[src/shared/gpm_pkg.sv]
// constants for the pin 1 / pin 2 function mux
`default_nettype none

package gpm_pkg;
  // =====================================
  // register map (byte addresses)
  localparam logic [31:0] PIN1_CTRL_ADDR = 32'h5001_2000;
  localparam logic [31:0] PIN2_CTRL_ADDR = 32'h5001_2004;

  // =====================================
  // field positions
  localparam int SEL_LO  = 24;
  localparam int SEL_W   = 6;
  localparam int RD_BIT  = 5;
  localparam int PD_BIT  = 4;
  localparam int PU_BIT  = 3;
  localparam int MODE_LO = 0;
  localparam int MODE_W  = 3;

  // =====================================
  // reset values
  localparam logic [5:0] SEL_RST    = 6'h00;
  localparam logic       RD_RST     = 1'h0;
  localparam logic       PD_RST     = 1'h0;
  localparam logic       PU_OFF_RST = 1'h1;
  localparam logic       RXD_IDLE   = 1'h1;

  // =====================================
  // pin 1 functions
  typedef enum logic [2:0] {
    P1_GPIO    = 3'h0,
    P1_PWM     = 3'h1,
    P1_TMUX    = 3'h2,
    P1_LIN_EXT = 3'h3,
    P1_LIN_SW  = 3'h4,
    P1_MON_S   = 3'h5,
    P1_MON_M   = 3'h6
  } gpm_p1_mode_t;

  // pin 2 functions
  typedef enum logic [2:0] {
    P2_GPIO    = 3'h0,
    P2_PWM     = 3'h1,
    P2_TMUX    = 3'h2,
    P2_LIN_MASTER_TX = 3'h3,
    P2_SPI_SS  = 3'h4,
    P2_MON_G1  = 3'h5,
    P2_MON_IN  = 3'h6
  } gpm_p2_mode_t;

  // =====================================
  // debug selector code bases and group widths
  localparam int DBG_N     = 64;
  localparam int DBG_PMU   = 'h00;
  localparam int PMU_W     = 3;
  localparam int DBG_CP    = 'h03;
  localparam int DBG_CRG   = 'h04;
  localparam int CRG_W     = 10;
  localparam int DBG_ADC   = 'h0e;
  localparam int DBG_LIN   = 'h0f;
  localparam int LIN_W     = 4;
  localparam int DBG_BOR   = 'h13;
  localparam int BOR_W     = 8;
  localparam int DBG_VBAT  = 'h1b;
  localparam int VBAT_W    = 6;
  localparam int DBG_BST   = 'h21;
  localparam int BST_W     = 5;
  localparam int DBG_BFC   = 'h26;
  localparam int BFC_W     = 7;
  localparam int DBG_BSTAT = 'h2d;
  localparam int BSTAT_W   = 4;
  localparam int DBG_DTB   = 'h31;
  localparam int DTB_W     = 3;
  localparam int DBG_SPHY  = 'h37;
  localparam int DBG_MPHY  = 'h3b;
endpackage

`default_nettype wire

[src/hw/gpm_pin_mux.sv]
// function mux, pulls and read path for general-purpose pins 1 and 2
`timescale 1ns/100ps
`default_nettype none

module gpm_pin_mux (
  // clock and reset
  input  wire logic                         clock,
  input  wire logic                         rst,
  // register port
  input  wire logic [31:0]                  addr,
  input  wire logic [31:0]                  wdata,
  input  wire logic                         wr,
  input  wire logic                         rd,
  output logic      [31:0]                  rdata,
  // gpio controller, bit 0 pin1, bit 1 pin2
  input  wire logic [1:0]                   gpio_out,
  input  wire logic [1:0]                   gpio_dir,
  output logic      [1:0]                   gpio_in,
  // pwm channels 0 and 1
  input  wire logic [1:0]                   pwm_ch,
  // system control block
  input  wire logic                         debug_access_en,
  // lin master / slave and spi master
  input  wire logic                         lin_master_txd,
  output logic                              lin_master_rxd,
  input  wire logic                         lin_slave_txd,
  input  wire logic                         lin_slave_rx_flt2,
  input  wire logic                         lin_master_rx_flt2,
  input  wire logic                         lin_slave_rx_flt1,
  input  wire logic                         lin_slave_rx_flt_in,
  input  wire logic                         spi_ss,
  // debug signal groups
  input  wire logic [gpm_pkg::PMU_W-1:0]    pmu_bit0,
  input  wire logic                         cp_clk_4m,
  input  wire logic [gpm_pkg::CRG_W-1:0]    crg_dbg,
  input  wire logic                         adc_sync_rcvd0,
  input  wire logic [gpm_pkg::LIN_W-1:0]    lin_dbg,
  input  wire logic [gpm_pkg::BOR_W-1:0]    bor_dbg,
  input  wire logic [gpm_pkg::VBAT_W-1:0]   vbat_dbg,
  input  wire logic [gpm_pkg::BST_W-1:0]    buck_state,
  input  wire logic [gpm_pkg::BFC_W-1:0]    buck_fine,
  input  wire logic [gpm_pkg::BSTAT_W-1:0]  buck_stat,
  input  wire logic [gpm_pkg::DTB_W-1:0]    buck_dtb,
  input  wire logic                         lin_slave_phy_txd,
  input  wire logic                         lin_master_phy_txd,
  // pin 1 pad
  input  wire logic                         pad1_in,
  output logic                              pad1_out,
  output logic                              pad1_oe_n,
  output logic                              pad1_pu_en,
  output logic                              pad1_pd_en,
  output logic                              pad1_ie,
  // pin 2 pad
  input  wire logic                         pad2_in,
  output logic                              pad2_out,
  output logic                              pad2_oe_n,
  output logic                              pad2_pu_en,
  output logic                              pad2_pd_en,
  output logic                              pad2_ie
);

  // =====================================
  // control registers
  logic [5:0]            sel_ff;     // debug selector
  logic [1:0]            rd_en_ff;   // read path on, per pin
  logic [1:0]            pd_on_ff;   // pull-down on, per pin
  logic [1:0]            pu_off_ff;  // pull-up off (active low enable)
  gpm_pkg::gpm_p1_mode_t p1_mode_ff; // pin 1 function
  gpm_pkg::gpm_p2_mode_t p2_mode_ff; // pin 2 function

  // address decode
  logic hit1;
  logic hit2;
  assign hit1 = (addr == gpm_pkg::PIN1_CTRL_ADDR);
  assign hit2 = (addr == gpm_pkg::PIN2_CTRL_ADDR);

  // pin 1 register write
  always_ff @(posedge clock) begin
    if (rst) begin
      sel_ff       <= gpm_pkg::SEL_RST;
      p1_mode_ff   <= gpm_pkg::P1_GPIO;
    end else if (wr && hit1) begin
      sel_ff       <= wdata[gpm_pkg::SEL_LO +: gpm_pkg::SEL_W];
      p1_mode_ff   <= gpm_pkg::gpm_p1_mode_t'(wdata[gpm_pkg::MODE_LO +: gpm_pkg::MODE_W]);
    end
  end

  // pin 2 register write
  always_ff @(posedge clock) begin
    if (rst) begin
      p2_mode_ff <= gpm_pkg::P2_GPIO;
    end else if (wr && hit2) begin
      p2_mode_ff <= gpm_pkg::gpm_p2_mode_t'(wdata[gpm_pkg::MODE_LO +: gpm_pkg::MODE_W]);
    end
  end

  // shared pad control bits, one lane per pin
  always_ff @(posedge clock) begin
    if (rst) begin
      rd_en_ff  <= {2{gpm_pkg::RD_RST}};
      pd_on_ff  <= {2{gpm_pkg::PD_RST}};
      pu_off_ff <= {2{gpm_pkg::PU_OFF_RST}};
    end else begin
      if (wr && hit1) begin
        rd_en_ff[0]  <= wdata[gpm_pkg::RD_BIT];
        pd_on_ff[0]  <= wdata[gpm_pkg::PD_BIT];
        pu_off_ff[0] <= wdata[gpm_pkg::PU_BIT];
      end
      if (wr && hit2) begin
        rd_en_ff[1]  <= wdata[gpm_pkg::RD_BIT];
        pd_on_ff[1]  <= wdata[gpm_pkg::PD_BIT];
        pu_off_ff[1] <= wdata[gpm_pkg::PU_BIT];
      end
    end
  end

  // =====================================
  // read-back, one cycle after the strobe
  logic [31:0] nxt_rdata;
  always_comb begin
    nxt_rdata = 32'h0000_0000; // unmapped and undefined bits read 0
    if (hit1) begin
      nxt_rdata[gpm_pkg::SEL_LO +: gpm_pkg::SEL_W]   = sel_ff;
      nxt_rdata[gpm_pkg::RD_BIT]                     = rd_en_ff[0];
      nxt_rdata[gpm_pkg::PD_BIT]                     = pd_on_ff[0];
      nxt_rdata[gpm_pkg::PU_BIT]                     = pu_off_ff[0];
      nxt_rdata[gpm_pkg::MODE_LO +: gpm_pkg::MODE_W] = p1_mode_ff;
    end else if (hit2) begin
      nxt_rdata[gpm_pkg::RD_BIT]                     = rd_en_ff[1];
      nxt_rdata[gpm_pkg::PD_BIT]                     = pd_on_ff[1];
      nxt_rdata[gpm_pkg::PU_BIT]                     = pu_off_ff[1];
      nxt_rdata[gpm_pkg::MODE_LO +: gpm_pkg::MODE_W] = p2_mode_ff;
    end
  end

  // read data register, zero outside a read answer
  always_ff @(posedge clock) begin
    if (rst) begin
      rdata <= 32'h0000_0000;
    end else if (rd) begin
      rdata <= nxt_rdata;
    end else begin
      rdata <= 32'h0000_0000;
    end
  end

  // =====================================
  // debug signal table, unlisted codes stay low
  logic [gpm_pkg::DBG_N-1:0] dbg_tbl;
  logic                      dbg_bit;
  always_comb begin
    dbg_tbl = '0;
    dbg_tbl[gpm_pkg::DBG_PMU +: gpm_pkg::PMU_W]     = pmu_bit0;
    dbg_tbl[gpm_pkg::DBG_CP]                        = cp_clk_4m;
    dbg_tbl[gpm_pkg::DBG_CRG +: gpm_pkg::CRG_W]     = crg_dbg;
    dbg_tbl[gpm_pkg::DBG_ADC]                       = adc_sync_rcvd0;
    dbg_tbl[gpm_pkg::DBG_LIN +: gpm_pkg::LIN_W]     = lin_dbg;
    dbg_tbl[gpm_pkg::DBG_BOR +: gpm_pkg::BOR_W]     = bor_dbg;
    dbg_tbl[gpm_pkg::DBG_VBAT +: gpm_pkg::VBAT_W]   = vbat_dbg;
    dbg_tbl[gpm_pkg::DBG_BST +: gpm_pkg::BST_W]     = buck_state;
    dbg_tbl[gpm_pkg::DBG_BFC +: gpm_pkg::BFC_W]     = buck_fine;
    dbg_tbl[gpm_pkg::DBG_BSTAT +: gpm_pkg::BSTAT_W] = buck_stat;
    dbg_tbl[gpm_pkg::DBG_DTB +: gpm_pkg::DTB_W]     = buck_dtb;
    dbg_tbl[gpm_pkg::DBG_SPHY]                      = lin_slave_phy_txd;
    dbg_tbl[gpm_pkg::DBG_MPHY]                      = lin_master_phy_txd;
  end
  assign dbg_bit = dbg_tbl[sel_ff];

  // =====================================
  // pin 1 routing
  logic nxt_p1_out;
  logic nxt_p1_oe_n;
  logic nxt_lin_master_rxd;
  always_comb begin
    nxt_p1_out   = 1'b0;
    nxt_p1_oe_n  = 1'b0;
    nxt_lin_master_rxd = gpm_pkg::RXD_IDLE; // recessive when not routed
    case (p1_mode_ff)
      gpm_pkg::P1_GPIO: begin
        nxt_p1_out  = gpio_out[0];
        nxt_p1_oe_n = ~gpio_dir[0];
      end
      gpm_pkg::P1_PWM: begin
        nxt_p1_out = pwm_ch[0];
      end
      gpm_pkg::P1_TMUX: begin
        nxt_p1_out = dbg_bit & debug_access_en;
      end
      gpm_pkg::P1_LIN_EXT: begin
        nxt_p1_oe_n  = 1'b1;
        nxt_lin_master_rxd = pad1_in;
      end
      gpm_pkg::P1_LIN_SW: begin
        nxt_p1_oe_n  = lin_master_txd; // pull low only for dominant
        nxt_lin_master_rxd = pad1_in;
      end
      gpm_pkg::P1_MON_S: begin
        nxt_p1_out = lin_slave_rx_flt2;
      end
      gpm_pkg::P1_MON_M: begin
        nxt_p1_out = lin_master_rx_flt2;
      end
      default: begin
        nxt_p1_out = 1'b0;
      end
    endcase
  end

  // =====================================
  // pin 2 routing
  logic nxt_p2_out;
  logic nxt_p2_oe_n;
  always_comb begin
    nxt_p2_out  = 1'b0;
    nxt_p2_oe_n = 1'b0;
    case (p2_mode_ff)
      gpm_pkg::P2_GPIO: begin
        nxt_p2_out  = gpio_out[1];
        nxt_p2_oe_n = ~gpio_dir[1];
      end
      gpm_pkg::P2_PWM: begin
        nxt_p2_out = pwm_ch[1];
      end
      gpm_pkg::P2_TMUX: begin
        nxt_p2_out = lin_slave_txd & debug_access_en;
      end
      gpm_pkg::P2_LIN_MASTER_TX: begin
        nxt_p2_out = lin_master_txd;
      end
      gpm_pkg::P2_SPI_SS: begin
        nxt_p2_out = spi_ss;
      end
      gpm_pkg::P2_MON_G1: begin
        nxt_p2_out = lin_slave_rx_flt1;
      end
      gpm_pkg::P2_MON_IN: begin
        nxt_p2_out = lin_slave_rx_flt_in;
      end
      default: begin
        nxt_p2_out = 1'b0;
      end
    endcase
  end

  // =====================================
  // registered pad and peripheral outputs
  always_ff @(posedge clock) begin
    if (rst) begin
      pad1_out  <= 1'b0;
      pad1_oe_n <= 1'b1;
      pad2_out  <= 1'b0;
      pad2_oe_n <= 1'b1;
      lin_master_rxd  <= gpm_pkg::RXD_IDLE;
    end else begin
      pad1_out  <= nxt_p1_out;
      pad1_oe_n <= nxt_p1_oe_n;
      pad2_out  <= nxt_p2_out;
      pad2_oe_n <= nxt_p2_oe_n;
      lin_master_rxd  <= nxt_lin_master_rxd;
    end
  end

  // read path toward the gpio controller
  always_ff @(posedge clock) begin
    if (rst) begin
      gpio_in <= 2'h0;
    end else begin
      gpio_in <= {pad2_in, pad1_in} & rd_en_ff;
    end
  end

  // pulls and input enables straight from the registers
  assign pad1_pu_en = ~pu_off_ff[0];
  assign pad2_pu_en = ~pu_off_ff[1];
  assign pad1_pd_en = pd_on_ff[0];
  assign pad2_pd_en = pd_on_ff[1];
  assign pad1_ie    = rd_en_ff[0];
  assign pad2_ie    = rd_en_ff[1];
endmodule

`default_nettype wire

[config.mk]
export PLATFORM = sky130hd
export DESIGN_NAME = gpm_pin_mux
export DESIGN_NICKNAME = d
export VERILOG_FILES = /design/src/shared/gpm_pkg.sv /design/src/hw/gpm_pin_mux.sv
export SDC_FILE = /design/constraint.sdc
export NUM_CORES = 1
export LEC_CHECK = 0
export BUFFER_PORTS_ARGS = -buffer_cell sky130_fd_sc_hd__buf_2
export CAP_MARGIN = 0
export CORE_ASPECT_RATIO = 0.8
export CORE_MARGIN = 3
export CORE_UTILIZATION = 35
export DETAILED_ROUTE_END_ITERATION = 6
export PLACE_DENSITY_LB_ADDON = 0.2
export SYNTH_ARGS = -nofsm -noshare
export SYNTH_HDL_FRONTEND = slang
export SYNTH_SLANG_ARGS = --single-unit
[constraint.sdc]
create_clock -name clock -period 1.7 [get_ports clock]
set_input_delay 0.085 -clock clock [delete_from_list [all_inputs] [get_ports clock]]
set_output_delay 0.085 -clock clock [all_outputs]
set_load 0.05 [all_outputs]
==> results of run 1 <==
==> repair_timing <==
action,4_1_cts,5_1_grt
cloned,0,0
endpoints found under the setup margin,1,1
endpoints found under the hold margin,2,0
buffers inserted,0,1
gates resized for setup,2,12
hold buffers,2,0
==> sequential cells by signal (all words and copies together), names as in the netlist <==
| signal | count |
|---|---|
| rd_en_ff | 2 |
| pd_on_ff | 2 |
| pu_off_ff | 2 |
| pad2_out | 1 |
| p1_mode_ff | 3 |
| rdata | 12 |
| pad1_oe_n | 1 |
| pad1_out | 1 |
| lin_master_rxd | 1 |
| gpio_in | 2 |
| pad2_oe_n | 1 |
| p2_mode_ff | 3 |
| sel_ff | 6 |
==> worst max-delay path, stage by stage, from the launching register on <==
cell      delay, ps
dfxtp_2         340
buf_12          140
buf_4           150
mux2i_1         100
or3_1           310
a311oi_2        290
o311ai_1        130
nand4_1         110
==> report_power, final <==
group | internal, mW | switching (mW) | total [mW]
Combinational | 0.139 | 0.193 | 0.333
Clock | 0.477 | 0.319 | 0.796
Sequential | 0.869 | 0.00128 | 0.870
==> logic make-up (layout without fill, tap and decap cells) <==
group	Yosys count	after routing	share of synthesized area, %
buffers and inverters	43	174	12.7
other	1	20	0.172
multiplexers	37	37	24.0
AND/OR/NAND/NOR	69	69	20.0
AO/OA/AOI/OAI	27	27	9.09
flip-flops	37	37	34.0
==> area by class of cell <==
class                   instances  area (um^2)  area share, %
inverters                       8         30.0          0.962
flip-flops and latches         37          747           23.9
clock buffers                   6         82.6           2.65
well taps                      81          101           3.25
repair buffers                158          865           27.7
clock inverters                 2         37.5           1.20
multi-input cells             153         1260           40.3
==> per-layer routing <==
layer,vias to the layer above,global-route usage [%],wire length [um]
li1,1034,-,-
met1,950,23.9,2720
met2,73,24.4,2880
met3,4,4.24,403
met4,0,3.03,42
met5,-,0,0
==> metrics by stage <==
step / setup TNS (ps) / setup slack [ps]
finish: 0 / 67.6
global route: -41.0 / -41.0
CTS: 0 / 30.6
detailed placement: -56.9 / -56.9
global placement: -65.3 / -65.3
floorplan: 0 / 143
==> path summary, 6_finish.rpt <==
path	slack (ps)	endpoint	cells after the start
setup reg to reg	70	pad1_out	7
hold reg to reg	470	rdata[3]	1
setup / recovery	70	pad1_out	7
hold / removal	30	gpio_in[1]	2
==> cell usage in the layout (no fill, tap or decap), types with 4 or more instances in the layout <==
cell type and count:
buf_2 142, dfxtp_1 34, mux2i_1 24, nor2_1 22
conb_1 20, mux4_2 12, buf_4 11, nand2_1 9
inv_1 8, and2_1 7, a22o_1 6, clkbuf_8 6
nand4_1 4, o21ai_0 4
==> synthesized netlist by cell type (2+ instances only) <==
library cell,count
nor4_1,2
nor4_4,2
nand4_1,4
buf_4,24
inv_1,8
nor3_1,4
mux2i_1,24
o21ai_0,5
a21oi_1,3
mux4_2,12
or3_1,2
and3_1,2
a21o_1,2
nor2_1,22
a22o_1,6
o211ai_1,3
buf_2,7
and2_1,7
a311oi_1,2
nand3b_1,3
dfxtp_1,37
nand2_1,9
nor4_2,2
a2111oi_0,3
and4_1,2
clkbuf_1,2
==> results.toml, run 1 <==
[timing]
period_needed_ps = 1630
finalClockSkew_ps = 2.72
period_share_pct = 96.0
fmax_ghz = 0.613
holdWs_ps = 29.5
hold_viol = 0
finalSetupViolations = 0
final-max-slew-violation-count = 0

[routing]
dr.first_iter.drc_count = 75
routedWlPerCell_um = 13.6
via_count = 2061
firstDrtPassIters = 4
drcViolationCount = 0
ant_nets = 0
drt-total-wl_mm = 6.04
vias_per_cell = 4.63

[synthesis]
yosysWarnings = 0
yosysSeqAreaShare_pct = 34.0
synth_seq_cells = 37
synth_top_cell_area_share_pct = 34.0
synth-main-ff-cell = "dfxtp_1"
netlist_instances = 214
synth_top_area_cell = "dfxtp_1"
synth_edf_count = 0
synth.avg_cell_area_um2 = 10.2
syn_area_mm2 = 0.00218
synthDistinctLibCells = 41
synth_area_leaders = "dfxtp_1 (34%), mux4_2 (12%), mux2i_1 (11%)"
synthArstFlopShare_pct = 0

[cells_and_area]
post-route-util_pct = 52.3
syn_to_final_growth_pct = 43.5
finalInstanceArea_mm2 = 0.00312
fillers = 575
nets = 501
diodes = 0
instances_no_fill = 445
layout-drive-gt1-share_pct = 52.7

[die]
die_w_um = 94.2
start_util_pct = 36.4
die_h_um = 76.5
core_mm2 = 0.00597
die-area_mm2 = 0.00720
io-pin-count = 183
row_count = 25

[global_route]
grt_overflow = 0
grt_pass1_vias = 1910
grtUsageTotal_pct = 16.3
grt_max_degree = 20
antenna_found_initial = 0
grt_pass1_wl_mm = 9.38

[hold_path]
hold_start = "pad2_in"
hp-class = "input port to flop"

[worst_setup_path]
worstReg2RegStart = "sel_ff[0]"
end_kind = "flop"
crit_path_max_fanout = 12
startpoint = "sel_ff[0]"
crit_arrival_ps = 1850
crit_required_ps = 1920
setup.worst_path.start_class = "flop"
crit_type = "flop to flop"

[cts]
cts.sinks = 37
htreeDepth = 2
cts-buffers-inserted = 5
clk_pin_slew_ps = 80
root_buffer = "clkbuf_8"
clkLatencyLatePin_ps = 280
cts_tree = "done"
cts_buffer_depth = 2

[job]
drv_cap = 0

[placed_design]
portBuffers = 142
placed_cells = 434
detailed_place.area_mm2 = 0.00294
gp_congestion = 0.803
dp_hpwl_mm = 4.88

[outcome]
status = "finished, final reports clean"

[pwr]
total_power_mw = 2.00
cellLeakagePower_nw = 1.43
peakVddDrop_mv = 0.380
p_per_area_mw_per_mm2 = 640
Power figures use the tool's default switching activity.
==> inputs of run 2 (changes only) <==
==> constraint.sdc (replaced) <==
create_clock -name clock -period 1.7 [get_ports clock]
set_input_delay 0.17 -clock clock [delete_from_list [all_inputs] [get_ports clock]]
set_output_delay 0.17 -clock clock [all_outputs]
set_load 0.05 [all_outputs]
==> run 2 against run 1 <==
Compared with the run above:
- clock skew rose by 0.82 ps
- count of clock-buffer cells in the layout fell by 1
- setup slack improved by 44 ps
- global-route usage rose by 0.61 points
- utilization fell by 0.40 points
- critical path type unchanged
- largest power group unchanged
==> results.toml, run 2 (synthesis gave the netlist of run 1 again) <==
[cells_and_area]
layout_common_cells = "buf_2 (142), dfxtp_1 (34), mux2i_1 (23), nor2_1 (22), conb_1 (20)"
nets = 502
diodes = 0
largest_reg_flops = 12
finalInstanceArea_mm2 = 0.00310
fillers = 598
regMostFlops = "rdata"
final_common_cell = "buf_2"
layout-drive-gt1-share_pct = 52.9
syn_to_final_growth_pct = 42.4
largestRegisters = "rdata (12), sel_ff (6)"

[timing]
finalSetupViolations = 0
finalClockSkew_ps = 3.54
rsz0062_at_grt = "no"
hold_viol = 0
fmax_ghz = 0.629
final-max-slew-violation-count = 0
finalWorstSetupSlack_ps = 111
period_needed_ps = 1590
period_share_pct = 93.5

[placed_design]
detailed_place.area_mm2 = 0.00295
dp_hpwl_mm = 5.18
gp_congestion = 0.782
portBuffers = 142
post-place-ws_ps = -72.0

[worst_setup_path]
path_buf_inv = 1
critical-path-top-delay-family = "multiplexers"
path_cells = "buf_4 > mux4_2 > mux2_2 > o21ai_1 > nand4_1"
setup.worst_path.start_class = "flop"
crit_type = "flop to flop"
r2r_setup_slack_ps = 110
r2r_cells = 5
cp_slowest_cell = "mux4_2"
worstReg2RegStart = "sel_ff[0]"
crit_path_max_fanout = 3
crit_required_ps = 1870
r2r_end = "pad1_out"
max_stage_delay_ps = 490
crit_arrival_ps = 1760
end_kind = "flop"

[cts]
clk_pin_slew_ps = 80
htreeDepth = 2
cts.sinks = 37
clkLatencyLatePin_ps = 290
cts_buffer_depth = 2
cts-buffers-inserted = 5
cts_tree = "done"
root_buffer = "clkbuf_8"
ctsHoldBuffers = 0

[hold_path]
holdPathStages = 2
min_to = "pad2_oe_n"
hold_start = "gpio_dir[1]"
hp-class = "input port to flop"

[pwr]
peakVddDrop_mv = 0.344
total_power_mw = 1.98
power.share.combinational_pct = 16.8
netSwitchingFraction_pct = 26.8
power_switching_mw = 0.531
cellLeakagePower_nw = 1.43
seqPwrFrac_pct = 44.0
p_int_mw = 1.45
clockPowerShare_pct = 39.2
p_per_area_mw_per_mm2 = 638

[die]
die_w_um = 94.2
io-pin-count = 183
die_h_um = 76.5
core_mm2 = 0.00597
die-area_mm2 = 0.00720
row_count = 25
start_util_pct = 36.4

[global_route]
grt_max_degree = 20
grt_pass1_wl_mm = 9.65
antenna_found_initial = 0
grt_pass1_vias = 2032
grtUsageTotal_pct = 17.0
grt_overflow = 0

[outcome]
status = "finished, final reports clean"

[routing]
drt-total-wl_mm = 6.26
via_count = 2089
firstDrtPassIters = 4
routedWlPerCell_um = 14.0
dr.first_iter.drc_count = 59
vias_per_cell = 4.68
drcViolationCount = 0
ant_nets = 0

[job]
drv_cap = 0
==> run 2: power by group through the flow <==
stage	Sequential (mW)	Clock, mW	Combinational, mW
after CTS	0.872	0.798	0.330
after floorplan	0.910	0	0.190
after global routing	0.870	0.834	0.358
after global placement	0.892	0	0.324
after detailed placement	0.892	0	0.330
final	0.870	0.774	0.332
==> run 2: worst max path at each step <==
stage | from | to | slack, ps | depth (start not counted)
4_1_cts | sel_ff[0] | pad1_out | 20 | 6
5_1_grt | sel_ff[2] | pad1_out | 20 | 6
3_3_place_gp | sel_ff[1] | pad1_out | -70 | 5
2_1_floorplan | addr[24] | p1_mode_ff[0] | 120 | 6
3_5_place_dp | sel_ff[1] | pad1_out | -70 | 5
6_report | sel_ff[0] | pad1_out | 110 | 5
==> run 2: routing by layer <==
layer	global-route usage [%]	routed length (um)	vias to the layer above
met2	27.0	3020	80
met1	22.6	2720	958
li1	-	-	1040
met3	4.64	427	11
met5	0	0	-
met4	4.47	99	0
==> run 2: worst reg2reg max path, cell delays in order, from the launching register on <==
cell     delay, ps
dfxtp_2        360
buf_4          130
mux4_2         490
mux2_2         280
o21ai_1        120
nand4_1        100
==> run 2: what timing repair did <==
item	in CTS	in global routing
endpoints found under the setup margin	1	1
resized for setup	2	11
hold endpoints to repair	0	0
buffers inserted	0	0
cloned	0	0
==> run 2: area by class of cell <==
cell class	count	area, um^2	area share, %
Sequential cell	37	747	24.1
Tap cell	81	101	3.27
Clock inverter	3	46.3	1.49
Inverter	8	30.0	0.969
Multi-Input combinational cell	153	1250	40.2
Timing Repair Buffer	159	858	27.7
Clock buffer	5	68.8	2.22
==> run 2: stage by stage <==
stage          TNS, ps  util (%)  hold WS (ps)  std cells
2_1_floorplan        0         -           259        233
4_1_cts              0      51.4          47.8        446
3_3_place_gp     -66.0      49.4           356        438
6_report             0      51.9          53.2        446
3_5_place_dp     -72.0      49.4           359        438
5_1_grt              0      51.9          42.6        446
==> inputs of run 3 (changes only) <==
--- a/config.mk
+++ b/config.mk
@@ -5,6 +5,7 @@
 export SDC_FILE = /design/constraint.sdc
 export NUM_CORES = 1
 export LEC_CHECK = 0
+export ABC_AREA = 1
 export BUFFER_PORTS_ARGS = -buffer_cell sky130_fd_sc_hd__buf_2
 export CAP_MARGIN = 0
 export CORE_ASPECT_RATIO = 0.8
==> run 3 against run 2 <==
Compared with the run above:
- synthesized cell count rose by 82%
- fmax grew 6.8%
- utilization is 2.5 points lower
- setup slack better by 100 ps
- first-iteration DRC count rose by 53%
- register-to-register slack improved by 100 ps
- count of clock-buffer cells in the layout is the same
- final area increased by 4.8%
- largest cell class unchanged
==> results.toml, run 3 <==
[synthesis]
syn_area_mm2 = 0.00243
synth.avg_cell_area_um2 = 6.26
synth_seq_cells = 37
synth_top_cell_area_share_pct = 30.4
synth_edf_count = 0
synthArstFlopShare_pct = 0
synth_top_area_cell = "dfxtp_1"
yosysWarnings = 0
post-synth-top-count-cell = "nor2_1"
synth_common_cells = "nor2_1 (84), nand2_1 (83), inv_1 (44), dfxtp_1 (37), nand3_1 (30)"
netlist_instances = 389
yosysSeqAreaShare_pct = 30.4
synth_area_leaders = "dfxtp_1 (30%), nor2_1 (13%), nand2_1 (13%)"
synthDistinctLibCells = 34
synth-main-ff-cell = "dfxtp_1"

[cells_and_area]
instances_no_fill = 616
finalInstanceArea_mm2 = 0.00325
nets = 669
regMostFlops = "rdata"
largestRegisters = "rdata (12), sel_ff (6)"
largest_reg_flops = 12
layout_common_cells = "buf_2 (142), nor2_1 (84), nand2_1 (83), inv_1 (44), dfxtp_1 (37)"
diodes = 0
syn_to_final_growth_pct = 33.4
final_common_cell = "buf_2"
layout-drive-gt1-share_pct = 32.1
post-route-util_pct = 49.4

[timing]
max_slew.worst_pin.slew_ps = 622
tns_ps = 0
hold_viol = 0
finalSetupViolations = 0
finalWorstSetupSlack_ps = 213
final-max-slew-violation-count = 0
rsz0062_at_grt = "no"
holdWs_ps = 45.2
period_share_pct = 87.5
period_needed_ps = 1490
finalClockSkew_ps = 5.21
slew-limit-headroom_pct = 58.5
fmax_ghz = 0.672

[pwr]
peakVddDrop_mv = 0.288
p_per_area_mw_per_mm2 = 565
total_power_mw = 1.83
cellLeakagePower_nw = 1.70

[global_route]
grt_max_degree = 32
grtUsageTotal_pct = 16.9
grt_pass1_wl_mm = 11.0
grt_overflow = 0
busiest_layer = "met2"
grt_use_met3_pct = 3.56
antenna_found_initial = 0
use_met1_pct = 22.1
use_met2_pct = 28.2
grt_pass1_vias = 2508

[worst_setup_path]
crit_required_ps = 1920
crit_arrival_ps = 1710
end_kind = "flop"
setup.worst_path.start_class = "flop"
crit_path_max_fanout = 31
crit_type = "flop to flop"

[die]
die_w_um = 99.2
start_util_pct = 37.0
die_h_um = 80.6
die-area_mm2 = 0.00800
row_count = 26
io-pin-count = 183
core_mm2 = 0.00657

[cts]
root_buffer = "clkbuf_8"
clkLatencyLatePin_ps = 280
cts-buffers-inserted = 5
clk_pin_slew_ps = 80
cts_tree = "done"
cts_buffer_depth = 2
htreeDepth = 2
cts.sinks = 37
ctsHoldBuffers = 0

[hold_path]
hp-class = "input port to flop"

[routing]
drt-total-wl_mm = 7.03
ant_nets = 0
via_count = 2798
firstDrtPassIters = 4
dr.first_iter.drc_count = 90
drcViolationCount = 0
routedWlPerCell_um = 11.4
vias_per_cell = 4.54

[outcome]
status = "finished, final reports clean"

[placed_design]
placed_cells = 608
post-place-ws_ps = 60.4
detailed_place.area_mm2 = 0.00316
gp_congestion = 0.833
dp_hpwl_mm = 5.74
portBuffers = 142

[job]
drv_cap = 0
[run 3: cell count changes after synthesis, sizes merged, moves of 7 or more]
cell / previous run / this run
and2: 7 / 0
mux2i: 24 / 0
nand2: 9 / 85
mux4: 12 / 0
nor2: 22 / 85
o21ai: 5 / 34
nand3: 1 / 31
inv: 8 / 45
[run 3: repair_timing]
| action | in CTS | in global routing |
|---|---|---|
| gates resized for setup | 0 | 2 |
| buffers inserted | 0 | 0 |
| endpoints found under the setup margin | 0 | 1 |
[run 3: final timing paths]
| path | startpoint | to | slack, ps | cells past startpoint |
|---|---|---|---|---|
| worst max-delay path | sel_ff[0] | pad1_out | 210 | 11 |
| worst min register to register | pu_off_ff[1] | rdata[3] | 480 | 2 |
| worst max register to register | sel_ff[0] | pad1_out | 210 | 11 |
| worst min-delay path | gpio_dir[1] | pad2_oe_n | 50 | 2 |
[run 3: area by class of cell]
class	instances	area [um^2]
sequential	37	741
tap	84	105
clock inverter	3	17.5
inverter	45	171
fill	710	3330
timing repair buffer	149	776
clock buffer	5	68.8
multi-input combinational	293	1370
[run 3: worst max-delay path, cell delays in order (launching register included)]
cell,delay [ps]
dfxtp_1,420
buf_12,200
nor2_1,60
nor2_1,70
o21ai_0,80
o211ai_1,110
nand3_1,90
nand2_1,80
nand2_1,50
nand2_1,80
nand2_1,50
a21oi_1,110
[run 3: cells by family after synthesis]
| group | share of synthesized area (%) |
|---|---|
| flip-flops | 30.4 |
| AND/OR/NAND/NOR | 41.4 |
| buffers and inverters | 16.3 |
| AO/OA/AOI/OAI | 11.6 |
| other | 0.154 |
[run 3: where the power goes]
| part | switching, mW | leakage, nW | internal (mW) |
|---|---|---|---|
| Sequential | 0.000865 | 0.299 | 0.871 |
| Combinational | 0.227 | 1.36 | 0.136 |
| Clock | 0.315 | 0.0439 | 0.283 |
[run 3: layer usage]
layer | part of all wire, % | vias to the layer above
li1 | - | 1480
met1 | 45 | 1198
met2 | 45 | 114
met3 | 8.9 | 6
met4 | 0.78 | 0
met5 | 0 | -
